[src/design/sarcc_defs.svh]
// Purpose: offsets, field positions, reset values and counts of the sar converter control
// Assumes: one tick of sys_clk equals one oscillator period
// Notes:   register offsets, field positions and sequencing counts live here; divider limits and pin masks sit in their modules
//
// Overview of operation
// - an 8-bit result is built from the held sample by successive approximation
// - conversion clock select 00/01/10/11 picks 2, 8, 32 oscillator periods or rc clock
// - channel select field at bits 4..3 routes input 0..3 to the sample-and-hold
// - on completion load result, clear go/done bit 2, set the complete flag
// - power-on bit zero shuts the converter off; one keeps it operating
// - one conversion takes nine and a half bit periods of the chosen clock
// - after each conversion the capacitor stays disconnected for two bit periods
// - the holding capacitor is never discharged between conversions
// - operation during sleep is possible only with the rc conversion clock
// - bits 7..2 of the pin setup register read zero and ignore writes
// - clearing go/done mid-conversion aborts, keeps result, reacquires after two bit periods
// - rc clock waits one instruction cycle before converting; else sleep aborts and powers down
// - with the interrupt enabled a conversion finishing in sleep wakes the device
`ifndef SARCC_DEFS_SVH
`define SARCC_DEFS_SVH

// register offsets
`define SARCC_OFS_CTRL      8'h08
`define SARCC_OFS_CTRL_ALT  8'h1f
`define SARCC_OFS_PIN       8'h88
`define SARCC_OFS_PIN_ALT   8'h9f
`define SARCC_OFS_RESULT    8'h09
`define SARCC_OFS_IRQ       8'h0b

// conversion_control fields
`define SARCC_CLK_HI   7
`define SARCC_CLK_LO   6
`define SARCC_CHAN_HI  4
`define SARCC_CHAN_LO  3
`define SARCC_GO_BIT   2
`define SARCC_FLAG_BIT 1
`define SARCC_PWR_BIT  0
// irq control fields
`define SARCC_GIE_BIT  7
`define SARCC_CONVERSION_IRQ_ENABLE_BIT 6

// clock select codes
`define SARCC_CLK_RC   2'h3
// pin configuration codes
`define SARCC_PCFG_ALL_ANALOG 2'h0
`define SARCC_PCFG_EXT_REF    2'h1

// reset value of every control field
`define SARCC_RST_BYTE 8'h00

// timing in half bit periods
`define SARCC_SETUP_HALF 5'h03
`define SARCC_LAST_STEP  5'h12
`define SARCC_CONV_HALF  5'h13
`define SARCC_POST_HALF  5'h04
// one instruction cycle in oscillator periods
`define SARCC_INSTR_CYC  3'h4

`endif

[src/design/sarcc_pkg.sv]
// Purpose: types of the sar converter control
// Assumes: nothing beyond the defs header
// Notes:   each module keeps its whole state in one struct from here
package sarcc_pkg;

  typedef enum logic [1:0] {
    SARCC_ST_ACQ,
    SARCC_ST_DELAY,
    SARCC_ST_CONV,
    SARCC_ST_POST
  } sarcc_state_t;

  typedef struct packed {
    logic [3:0] cnt;
  } sarcc_tad_s_t;

  typedef struct packed {
    logic [7:0] trial;
    logic [2:0] idx;
    logic       busy;
  } sarcc_sar_s_t;

  typedef struct packed {
    logic [1:0]   clk_sel;
    logic [1:0]   chan;
    logic         go;
    logic         flag;
    logic         pwr;
    logic [1:0]   pcfg;
    logic [7:0]   result;
    logic         conversion_irq_enable;
    logic         global_irq_enable;
    sarcc_state_t st;
    logic [4:0]   hcnt;
    logic [2:0]   dcnt;
    logic [7:0]   rdata;
    logic         wake;
  } sarcc_top_s_t;

endpackage

[src/design/sarcc_tad_gen.sv]
// Purpose: half bit-period tick from the selected conversion clock
// Assumes: rc_half_tick is a one-cycle pulse at twice the rc bit rate
// Notes:   divider restarts whenever run is low so the first tick is a full half period
`timescale 1ns/1ps
`default_nettype none
`include "sarcc_defs.svh"

module sarcc_tad_gen (
  input  wire logic       sys_clk,
  input  wire logic       sys_rst,
  input  wire logic       run,
  input  wire logic [1:0] clk_sel,
  input  wire logic       rc_half_tick,
  output logic            half_tick
);
  import sarcc_pkg::*;

  sarcc_tad_s_t r;
  sarcc_tad_s_t next_r;
  logic [3:0]   lim;

  // half of 2, 8, 32 oscillator periods, minus one
  function automatic logic [3:0] half_limit(input logic [1:0] sel);
    case (sel)
      2'h0:    half_limit = 4'h0;
      2'h1:    half_limit = 4'h3;
      default: half_limit = 4'hf;
    endcase
  endfunction

  ////////////////////////////////////////////////////////////////////////
  // divider
  always_comb begin
    next_r = r;
    lim    = half_limit(clk_sel);
    if (!run || r.cnt == lim) begin
      next_r.cnt = 4'h0;
    end else begin
      next_r.cnt = r.cnt + 4'h1;
    end
    if (clk_sel == `SARCC_CLK_RC) begin
      half_tick = run & rc_half_tick;
    end else begin
      half_tick = run & (r.cnt == lim);
    end
  end

  always_ff @(posedge sys_clk) begin
    if (sys_rst) begin
      r <= '0;
    end else begin
      r <= next_r;
    end
  end

endmodule // sarcc_tad_gen
`default_nettype wire

[src/design/sarcc_sar.sv]
// Purpose: successive approximation register, msb first
// Assumes: cmp_high is high when the held sample is above the dac level
// Notes:   trial code drives the dac; after eight steps it is the result
`timescale 1ns/1ps
`default_nettype none

module sarcc_sar (
  input  wire logic       sys_clk,
  input  wire logic       sys_rst,
  input  wire logic       start,
  input  wire logic       step,
  input  wire logic       cmp_high,
  output logic [7:0]      code
);
  import sarcc_pkg::*;

  sarcc_sar_s_t r;
  sarcc_sar_s_t next_r;

  ////////////////////////////////////////////////////////////////////////
  // bit decisions
  always_comb begin
    next_r = r;
    if (start) begin
      next_r.trial = 8'h80;
      next_r.idx   = 3'h7;
      next_r.busy  = 1'b1;
    end else if (step && r.busy) begin
      // keep the bit only when the sample is above the trial level
      if (!cmp_high) begin
        next_r.trial[r.idx] = 1'b0;
      end
      if (r.idx == 3'h0) begin
        next_r.busy = 1'b0;
      end else begin
        next_r.trial[r.idx - 3'h1] = 1'b1;
        next_r.idx = r.idx - 3'h1;
      end
    end
  end

  always_ff @(posedge sys_clk) begin
    if (sys_rst) begin
      r <= '0;
    end else begin
      r <= next_r;
    end
  end

  assign code = r.trial;

endmodule // sarcc_sar
`default_nettype wire

[src/design/sarcc_top.sv]
// Purpose: control of an 8-bit four-input sar converter with register port
// Assumes: plain register port, read data one cycle after the read strobe
// Notes:   analog front end sits outside; this block steers it and collects bits
`timescale 1ns/1ps
`default_nettype none
`include "sarcc_defs.svh"

module sarcc_top (
  input  wire logic       sys_clk,
  input  wire logic       sys_rst,
  input  wire logic [7:0] reg_addr,
  input  wire logic [7:0] reg_wdata,
  input  wire logic       reg_we,
  input  wire logic       reg_re,
  output logic [7:0]      reg_rdata,
  input  wire logic       cmp_high,
  input  wire logic       rc_half_tick,
  input  wire logic       sleep_mode,
  output logic [7:0]      dac_code,
  output logic            sample_connect,
  output logic [1:0]      channel_sel,
  output logic [3:0]      analog_pin_mask,
  output logic            vref_external,
  output logic            converter_active,
  output logic            irq,
  output logic            wake_request
);
  import sarcc_pkg::*;

  sarcc_top_s_t r;
  sarcc_top_s_t next_r;

  logic       half_tick;
  logic       run;
  logic       sar_start;
  logic       sar_step;
  logic [7:0] sar_code;
  logic [4:0] hnext;
  logic       wr_ctrl;
  logic       wr_pin;
  logic       wr_res;
  logic       wr_irq;
  logic       rc_sel;
  logic       sleep_kill;
  logic       sw_abort;
  logic       finish;

  // the control register answers at both of its addresses
  function automatic logic is_ctrl(input logic [7:0] a);
    is_ctrl = (a == `SARCC_OFS_CTRL) || (a == `SARCC_OFS_CTRL_ALT);
  endfunction

  function automatic logic is_pin(input logic [7:0] a);
    is_pin = (a == `SARCC_OFS_PIN) || (a == `SARCC_OFS_PIN_ALT);
  endfunction

  ////////////////////////////////////////////////////////////////////////
  // helpers
  sarcc_tad_gen u_tad (
    .sys_clk      (sys_clk),
    .sys_rst      (sys_rst),
    .run          (run),
    .clk_sel      (r.clk_sel),
    .rc_half_tick (rc_half_tick),
    .half_tick    (half_tick)
  );

  sarcc_sar u_sar (
    .sys_clk  (sys_clk),
    .sys_rst  (sys_rst),
    .start    (sar_start),
    .step     (sar_step),
    .cmp_high (cmp_high),
    .code     (sar_code)
  );

  ////////////////////////////////////////////////////////////////////////
  // decode and sequencing terms
  always_comb begin
    wr_ctrl = reg_we && is_ctrl(reg_addr);
    wr_pin  = reg_we && is_pin(reg_addr);
    wr_res  = reg_we && (reg_addr == `SARCC_OFS_RESULT);
    wr_irq  = reg_we && (reg_addr == `SARCC_OFS_IRQ);
    rc_sel  = (r.clk_sel == `SARCC_CLK_RC);
    // sleep stops any clock but rc; the power bit itself stays set
    sleep_kill = sleep_mode && !rc_sel;
    // a software clear of go, or power removal, ends the conversion
    sw_abort = (wr_ctrl && !reg_wdata[`SARCC_GO_BIT]) || !r.pwr;
    // an abort restarts the divider, so on the 2, 8, 32 period clocks the wait after it is two full bit periods; rc ticks are only gated
    run      = ((r.st == SARCC_ST_CONV) && !sw_abort) || (r.st == SARCC_ST_POST);
    hnext    = r.hcnt + 5'h01;
    // eight decisions spread two half periods apart after the setup
    sar_step = (r.st == SARCC_ST_CONV) && half_tick && !hnext[0]
               && (hnext > `SARCC_SETUP_HALF) && (hnext <= `SARCC_LAST_STEP);
    finish   = (r.st == SARCC_ST_CONV) && half_tick
               && (hnext == `SARCC_CONV_HALF);
    sar_start = 1'b0;
    if ((r.st == SARCC_ST_ACQ) && r.go && r.pwr && !sleep_kill && !rc_sel) begin
      sar_start = 1'b1;
    end
    if ((r.st == SARCC_ST_DELAY) && (r.dcnt == `SARCC_INSTR_CYC - 3'h1)
        && !sw_abort && !sleep_kill) begin
      sar_start = 1'b1;
    end
  end

  ////////////////////////////////////////////////////////////////////////
  // register file and conversion state machine
  always_comb begin
    next_r       = r;
    next_r.rdata = 8'h00;
    next_r.wake  = 1'b0;

    // software writes
    if (wr_ctrl) begin
      next_r.clk_sel = reg_wdata[`SARCC_CLK_HI:`SARCC_CLK_LO];
      next_r.chan    = reg_wdata[`SARCC_CHAN_HI:`SARCC_CHAN_LO];
      next_r.flag    = reg_wdata[`SARCC_FLAG_BIT];
      next_r.pwr     = reg_wdata[`SARCC_PWR_BIT];
      // go only latches while the converter is powered
      next_r.go = reg_wdata[`SARCC_GO_BIT] && reg_wdata[`SARCC_PWR_BIT];
    end
    if (wr_pin) begin
      next_r.pcfg = reg_wdata[1:0];
    end
    if (wr_res) begin
      next_r.result = reg_wdata;
    end
    if (wr_irq) begin
      next_r.global_irq_enable  = reg_wdata[`SARCC_GIE_BIT];
      next_r.conversion_irq_enable = reg_wdata[`SARCC_CONVERSION_IRQ_ENABLE_BIT];
    end
    if (!next_r.pwr) begin
      next_r.go = 1'b0;
    end

    // sequencing
    case (r.st)
      SARCC_ST_ACQ: begin
        next_r.hcnt = 5'h00;
        next_r.dcnt = 3'h0;
        if (r.go && r.pwr && !sleep_kill) begin
          // rc clock waits one instruction cycle so sleep can be entered
          next_r.st = rc_sel ? SARCC_ST_DELAY : SARCC_ST_CONV;
        end else if (r.go && sleep_kill) begin
          next_r.go = 1'b0;
        end
      end
      SARCC_ST_DELAY: begin
        next_r.dcnt = r.dcnt + 3'h1;
        if (sw_abort || sleep_kill) begin
          next_r.st = SARCC_ST_ACQ;
          next_r.go = 1'b0;
        end else if (r.dcnt == `SARCC_INSTR_CYC - 3'h1) begin
          next_r.st = SARCC_ST_CONV;
        end
      end
      SARCC_ST_CONV: begin
        if (sleep_kill) begin
          // converter shuts down; the partial code is dropped
          next_r.st   = SARCC_ST_ACQ;
          next_r.go   = 1'b0;
          next_r.hcnt = 5'h00;
        end else if (sw_abort) begin
          // result keeps its old value; a fresh acquisition follows the wait
          next_r.st   = SARCC_ST_POST;
          next_r.go   = 1'b0;
          next_r.hcnt = 5'h00;
        end else if (finish) begin
          next_r.result = sar_code;
          next_r.go     = 1'b0;
          next_r.flag   = 1'b1;
          next_r.st     = SARCC_ST_POST;
          next_r.hcnt   = 5'h00;
          next_r.wake   = sleep_mode && r.conversion_irq_enable;
        end else if (half_tick) begin
          next_r.hcnt = hnext;
        end
      end
      SARCC_ST_POST: begin
        // capacitor stays off the input for two bit periods
        if (half_tick) begin
          next_r.hcnt = hnext;
          if (hnext == `SARCC_POST_HALF) begin
            next_r.st   = SARCC_ST_ACQ;
            next_r.hcnt = 5'h00;
          end
        end
      end
      default: begin
        next_r.st = SARCC_ST_ACQ;
      end
    endcase

    // read data stands only in the cycle after the strobe
    if (reg_re) begin
      if (is_ctrl(reg_addr)) begin
        next_r.rdata = {r.clk_sel, 1'b0, r.chan, r.go, r.flag, r.pwr};
      end else if (is_pin(reg_addr)) begin
        next_r.rdata = {6'h00, r.pcfg};
      end else if (reg_addr == `SARCC_OFS_RESULT) begin
        next_r.rdata = r.result;
      end else if (reg_addr == `SARCC_OFS_IRQ) begin
        next_r.rdata = {r.global_irq_enable, r.conversion_irq_enable, 6'h00};
      end
    end
  end

  ////////////////////////////////////////////////////////////////////////
  // state register
  always_ff @(posedge sys_clk) begin
    if (sys_rst) begin
      r       <= '0;
      r.st    <= SARCC_ST_ACQ;
      r.rdata <= `SARCC_RST_BYTE;
    end else begin
      r <= next_r;
    end
  end

  ////////////////////////////////////////////////////////////////////////
  // analog side controls
  always_comb begin
    reg_rdata     = r.rdata;
    dac_code      = sar_code;
    channel_sel   = r.chan;
    wake_request  = r.wake;
    irq           = r.flag && r.conversion_irq_enable && r.global_irq_enable;
    converter_active = r.pwr && !sleep_kill;
    // capacitor tracks the input in acquisition and the rc delay while active; never discharged
    sample_connect = converter_active
                     && ((r.st == SARCC_ST_ACQ) || (r.st == SARCC_ST_DELAY));
    case (r.pcfg)
      `SARCC_PCFG_ALL_ANALOG: begin
        analog_pin_mask = 4'hf;
        vref_external   = 1'b0;
      end
      `SARCC_PCFG_EXT_REF: begin
        analog_pin_mask = 4'h7;
        vref_external   = 1'b1;
      end
      default: begin
        analog_pin_mask = 4'h0;
        vref_external   = 1'b0;
      end
    endcase
  end

endmodule // sarcc_top
`default_nettype wire

[config.mk]
export PLATFORM = sky130hd
export DESIGN_NAME = sarcc_top
export DESIGN_NICKNAME = d
export VERILOG_FILES = /design/src/design/sarcc_pkg.sv /design/src/design/sarcc_tad_gen.sv /design/src/design/sarcc_sar.sv /design/src/design/sarcc_top.sv
export VERILOG_INCLUDE_DIRS = /design/src /design/src/design
export SDC_FILE = /design/constraint.sdc
export NUM_CORES = 1
export LEC_CHECK = 0
export ABC_AREA = 1
export ABC_CLOCK_PERIOD_IN_PS = 2800
export BUFFER_PORTS_ARGS = -buffer_cell sky130_fd_sc_hd__clkbuf_2
export CAP_MARGIN = 10
export CORE_MARGIN = 4
export CORE_UTILIZATION = 59
export CTS_BUF_LIST = sky130_fd_sc_hd__clkbuf_2 sky130_fd_sc_hd__clkbuf_4 sky130_fd_sc_hd__clkbuf_8
export CTS_CLUSTER_SIZE = 24
export DETAILED_ROUTE_END_ITERATION = 7
export GPL_TIMING_DRIVEN = 0
export PLACE_DENSITY = 0.82
export SETUP_SLACK_MARGIN = 0.4
export SKIP_CTS_REPAIR_TIMING = 1
export SYNTH_ARGS = -nofsm -noshare
export SYNTH_HDL_FRONTEND = slang
export SYNTH_SLANG_ARGS = --single-unit
[constraint.sdc]
create_clock -name sys_clk -period 2.8 [get_ports sys_clk]
set_clock_uncertainty 0.2 [all_clocks]
set_input_delay 0.56 -clock sys_clk [delete_from_list [all_inputs] [get_ports sys_clk]]
set_output_delay 0.56 -clock sys_clk [all_outputs]
set_load 0.03 [all_outputs]
[Word-level counts from Yosys, hierarchy flattened]
Index checks and enable logic that the tools add are counted.
W data, S select, Z words.
Word-level totals
  flip-flop bits (word level): 54
  logic and storage cells: 175
Cells by class
  add/sub/neg operators: 4
  magnitude comparators: 6
  eq/ne operators: 23
  multiplexer cells: 52
  bitwise logic cells: 8
  reductions and logical operators: 62
Operators by type and width (count)
  $mux W8: 12
  $logic_and A1 B1 Y1: 31
  $mux W7: 4
  $eq A8 B4 Y1 const B: 3
  $mux W12: 2
  $eq A8 B8 Y1 const B: 2
  $mux W1: 16
  $pmux W4 S2: 2
  $pmux W5 S3: 1
  $mux W2: 6
  $mux W11: 1
  $mux W5: 2
  $and A8 B8 Y8: 1
  $eq A8 B5 Y1 const B: 1
  $lt A3 B4 Y1 const B: 2
  $not A8 Y8: 1
  $or A8 B8 Y8: 1
  $pmux W2 S4: 1
  $logic_not A1 Y1: 7
  $logic_or A1 B1 Y1: 7
  $demux W1 S3: 2
  $eq A2 B1 Y1 const B: 3
  $eq A2 B2 Y1 const B: 3
  $ge A3 B1 Y1 const B: 2
  30 further kinds: 42

[Logic depth before layout (Yosys ltp)]
  depth in word-level cells: 21
  mapped depth: 16
  gate-level depth less buffers: 16

[By module]
From an unflattened synthesis, not the netlist that was laid out.
Second synthesis, totals
  cells, all modules: 442
  area total of the unflattened synthesis: 3006.6 µm²
By module, submodules not included
  sarcc_top: instances 1, cells each 307, area each 2100.8 µm², seq. area each 760.7 µm²
  sarcc_sar: instances 1, cells each 101, area each 678.2 µm², seq. area each 240.2 µm²
  sarcc_tad_gen: instances 1, cells each 34, area each 227.7 µm², seq. area each 80.1 µm²

[Worst setup path after synthesis]
OpenSTA, ideal clock, no wires.
  path type: input-to-output
  from: input sleep_mode
  to: output sample_connect
  arrival: 1366 ps
  data required time: 2040 ps
  setup slack: 674 ps
  cell stages on the path: 3
  buffers on the path: 0
  path through: nand2_2 > inv_1 > nor3_1
On the way
  longest elaborated chain between the ends: 4
RTL lines
  from (decl): line sarcc_top.sv:18  | input wire logic sleep_mode,
  $logic_and A1 B1 Y1: line sarcc_top.sv:86  | sleep_kill = sleep_mode && !rc_sel;
  $logic_not A1 Y1: line sarcc_top.sv:229  | converter_active = r.pwr && !sleep_kill;
  $logic_and A1 B1 Y1: line sarcc_top.sv:229
  $logic_and A1 B1 Y1: line sarcc_top.sv:232  | && ((r.st == SARCC_ST_ACQ) || (r.st == SARCC_ST_DELAY));
  to (decl): line sarcc_top.sv:20  | output logic sample_connect,
Every way passes these cells.

[Final worst setup path]
  from: register r[37] (netlist bit)
  to: output converter_active
On the way
  longest elaborated chain between the ends: 5
RTL lines
  from (decl): line sarcc_top.sv:30  | sarcc_top_s_t r;
  from (signal assigned): line sarcc_top.sv:217  | r <= next_r;
  $eq A2 B2 Y1 (no line)
  $logic_not A1 Y1: line sarcc_top.sv:86
  $logic_and A1 B1 Y1: line sarcc_top.sv:86
  $logic_not A1 Y1: line sarcc_top.sv:229
  $logic_and A1 B1 Y1: line sarcc_top.sv:229
  to (decl): line sarcc_top.sv:24  | output logic converter_active,
Every way passes these cells.

==> flow_metrics.tcl <==
set metrics [dict create \
    outcome "finished, final reports clean" \
    synth_seq_area_share 0.343 \
    final_area_um2 3600 \
    min_path_type "flip-flop to flip-flop" \
    path_clk_slew_ns 0.09 \
    drv_slew 0 \
    required_ns 2.04 \
    dp_hpwl_um 5570 \
    syn_nets 487 \
    dp_slack_ns 0.438 \
    instances_no_fill 583 \
    finalSetupViolCount 0 \
    fin_tns_setup_ns 0 \
    clk_latency_ns 0.30 \
    tightest_slew_ns 0.522 \
    period_share 0.790 \
    swShare 0.300 \
    powerDensity_nw_per_um2 446 \
    clockPowerShare 0.281 \
    finish.net_count 543 \
    holdPathEnd "r[10]" \
    peakVddDrop_mv 0.278 \
    worstHoldPathCells 2 \
    drc 0 \
    finalHoldViolations 0 \
    grt_use_total 0.231 \
    power_switching_uw 481 \
    drt_iter0_drc 177 \
    hp-start "r[10]" \
    timing.hold.ws_ns 0.270 \
    regToRegStartpoint "r[13]" \
    crit_chain "nand2_1 > nand2_2 > inv_1 > nor2_1 > clkbuf_2" \
    numCtsBuffers 5 \
    grt_pass1_wl_um 12100 \
    final_antenna_net_count 0 \
    pin_count 50 \
    cp.arrival_ns 1.45 \
    layout_min_cycle_time_ns 2.21 \
    cp-startpoint "r[37]" \
    slowest_stage "dfxtp_1" \
    worst_setup_path_end_kind "primary output" \
    cts_tree "built" \
    critPathKind "flip-flop to primary output" \
    relSlewSlack 0.652 \
    antenna_cells 0 \
    rsz0062_at_grt "false" \
    setup_slack_ns 0.588 \
    vias 3016 \
    coreArea_um2 5140 \
    port_buffers 47 \
    ys_seq_elements 54 \
    clock_sinks 54 \
    r2r_cells 11 \
    place_area_um2 3470 \
    die_x_um 81.1 \
    synthDistinctLibCells 42 \
    cp-start-kind "flip-flop" \
    fmax_mhz 452 \
    rr_endpoint "u_sar.code[7]" \
    fin_util 0.700 \
    h-tree-depth 2 \
    area_delta_synth_final_pct 14.1 \
    cpPeakStageDelay_ns 0.43 \
    wl_per_cell_um 12.2 \
    gp_congestion 0.946 \
    power.leakage_nw 1.70 \
    grt_antenna_before_repair 0 \
    numPlacedInstances 573 \
    fp.dieH_um 81.1 \
    grt_remaining_overflow 0 \
    routed_via_density 5.17 \
    crit_fanout 6 \
    r2r_slack_ns 0.60 \
    cts_root_buffer "clkbuf_8" \
    drv_cap 0 \
    report.power.total_mw 1.60 \
    row_count 26 \
    power_frac_comb 0.188 \
    drt-total-wl_um 7090 \
    yosys_warnings 0 \
    syn-cell-area_um2 3150 \
    grt_pass1_vias 2857 \
    syn_inst 456 \
    syn_avg_cell_area_um2 6.91 \
    firstDrtPassIters 4 \
    grt_max_degree 16 \
    seq_power_share 0.531 \
    drive_above_1_share 0.230 \
    design.die.area_um2 6580 \
    intPower_mw 1.12 \
    clock_path_buffers 2 \
    initial_core_util 0.613 \
]
-- cells in the mapped netlist (all sizes together) --
library cell | number | area share
nand2 | 115 | 0.16
o22ai | 1 | 0.0020
nor2 | 66 | 0.083
a211oi | 1 | 0.0024
a21oi | 32 | 0.052
a22oi | 1 | 0.0024
clkbuf | 3 | 0.0036
nand3 | 19 | 0.032
ha | 8 | 0.032
o21ai | 31 | 0.049
nor3b | 1 | 0.0024
xor2 | 2 | 0.0079
nand4 | 5 | 0.017
a221o | 1 | 0.0032
o31ai | 13 | 0.031
inv | 54 | 0.064
dfxtp | 54 | 0.34
buf | 25 | 0.059
clkinv | 3 | 0.0052
xnor2 | 3 | 0.0083
a31oi | 1 | 0.0020
o21bai | 2 | 0.0083
or2 | 1 | 0.0020
a221oi | 2 | 0.0056
nor3 | 7 | 0.011
nor4 | 1 | 0.0020
mux2 | 4 | 0.014
-- critical path, delay by kind of cell (launching register included) --
kind                   cells  cell delay [ns]
flip-flops                 1             0.43
buffers and inverters      2             0.31
AND/OR/NAND/NOR            3             0.42
-- layout by cell type, fill, tap and decap left out, types with 4 or more instances in the layout --
cell type / netlist / routed
ha_1: 8 / 8
inv_2: 4 / 4
nand2_4: 5 / 5
o21ai_1: 5 / 5
clkbuf_8: 0 / 6
nor3_1: 7 / 7
a21oi_1: 31 / 31
inv_1: 50 / 50
nor2_1: 62 / 62
o21ai_0: 26 / 26
clkbuf_2: 0 / 47
o31ai_1: 13 / 13
nand2_2: 8 / 8
dfxtp_1: 54 / 53
mux2_2: 4 / 4
nand3_1: 18 / 18
nand2_1: 102 / 102
buf_4: 22 / 24
-- power groups by stage --
stage               Clock [mW]  Combinational, mW  Sequential (mW)
finish                   0.451              0.301            0.852
global route             0.495              0.347            0.859
CTS                      0.460              0.298            0.849
detailed placement           0              0.297            0.867
global placement             0              0.289            0.866
floorplan                    0              0.227            0.857
-- logic make-up (layout without fill, tap and decap cells) --
kind of cell / after synthesis / in the layout / share of synthesized area
AO/OA/AOI/OAI: 85 / 85 / 0.158
XOR/XNOR: 5 / 5 / 0.0163
adder cells (fa/ha/maj): 8 / 8 / 0.0318
buffers and inverters: 85 / 142 / 0.132
flip-flops: 54 / 54 / 0.343
multiplexers: 4 / 4 / 0.0143
AND/OR/NAND/NOR: 215 / 215 / 0.304
-- layer usage --
metal / up-vias / share of wire / GRT usage
li1: 1558 / - / -
met1: 1372 / 0.44 / 0.278
met2: 77 / 0.50 / 0.415
met3: 9 / 0.054 / 0.0443
met4: 0 / 0.012 / 0.0642
met5: - / 0 / 0
-- how the worst max path moves through the flow --
| stage | to | slack [ns] |
|---|---|---|
| 3_3_place_gp | r[12] | 0.50 |
| 4_1_cts | u_sar.code[7] | 0.49 |
| 2_1_floorplan | sample_connect | 0.67 |
| 6_report | converter_active | 0.59 |
| 3_5_place_dp | r[22] | 0.44 |
| 5_1_grt | u_sar.code[2] | 0.40 |
-- state kept, by name (all words and copies together), names as in the netlist --
register / flops
r: 27
reg_rdata: 8
u_sar.code: 8
u_sar.r: 4
u_tad.r: 4
channel_sel: 2
wake_request: 1
-- cell type report --
cell class | instances | area, um2
multi-input cells | 317 | 1660
fillers | 465 | 1540
flip-flops and latches | 54 | 1080
repair buffers | 49 | 250
inverters | 57 | 223
plain buffers | 28 | 198
clock buffers | 7 | 90.1
well taps | 70 | 87.6
clock inverters | 1 | 5.00
Power figures use the tool's default switching activity.
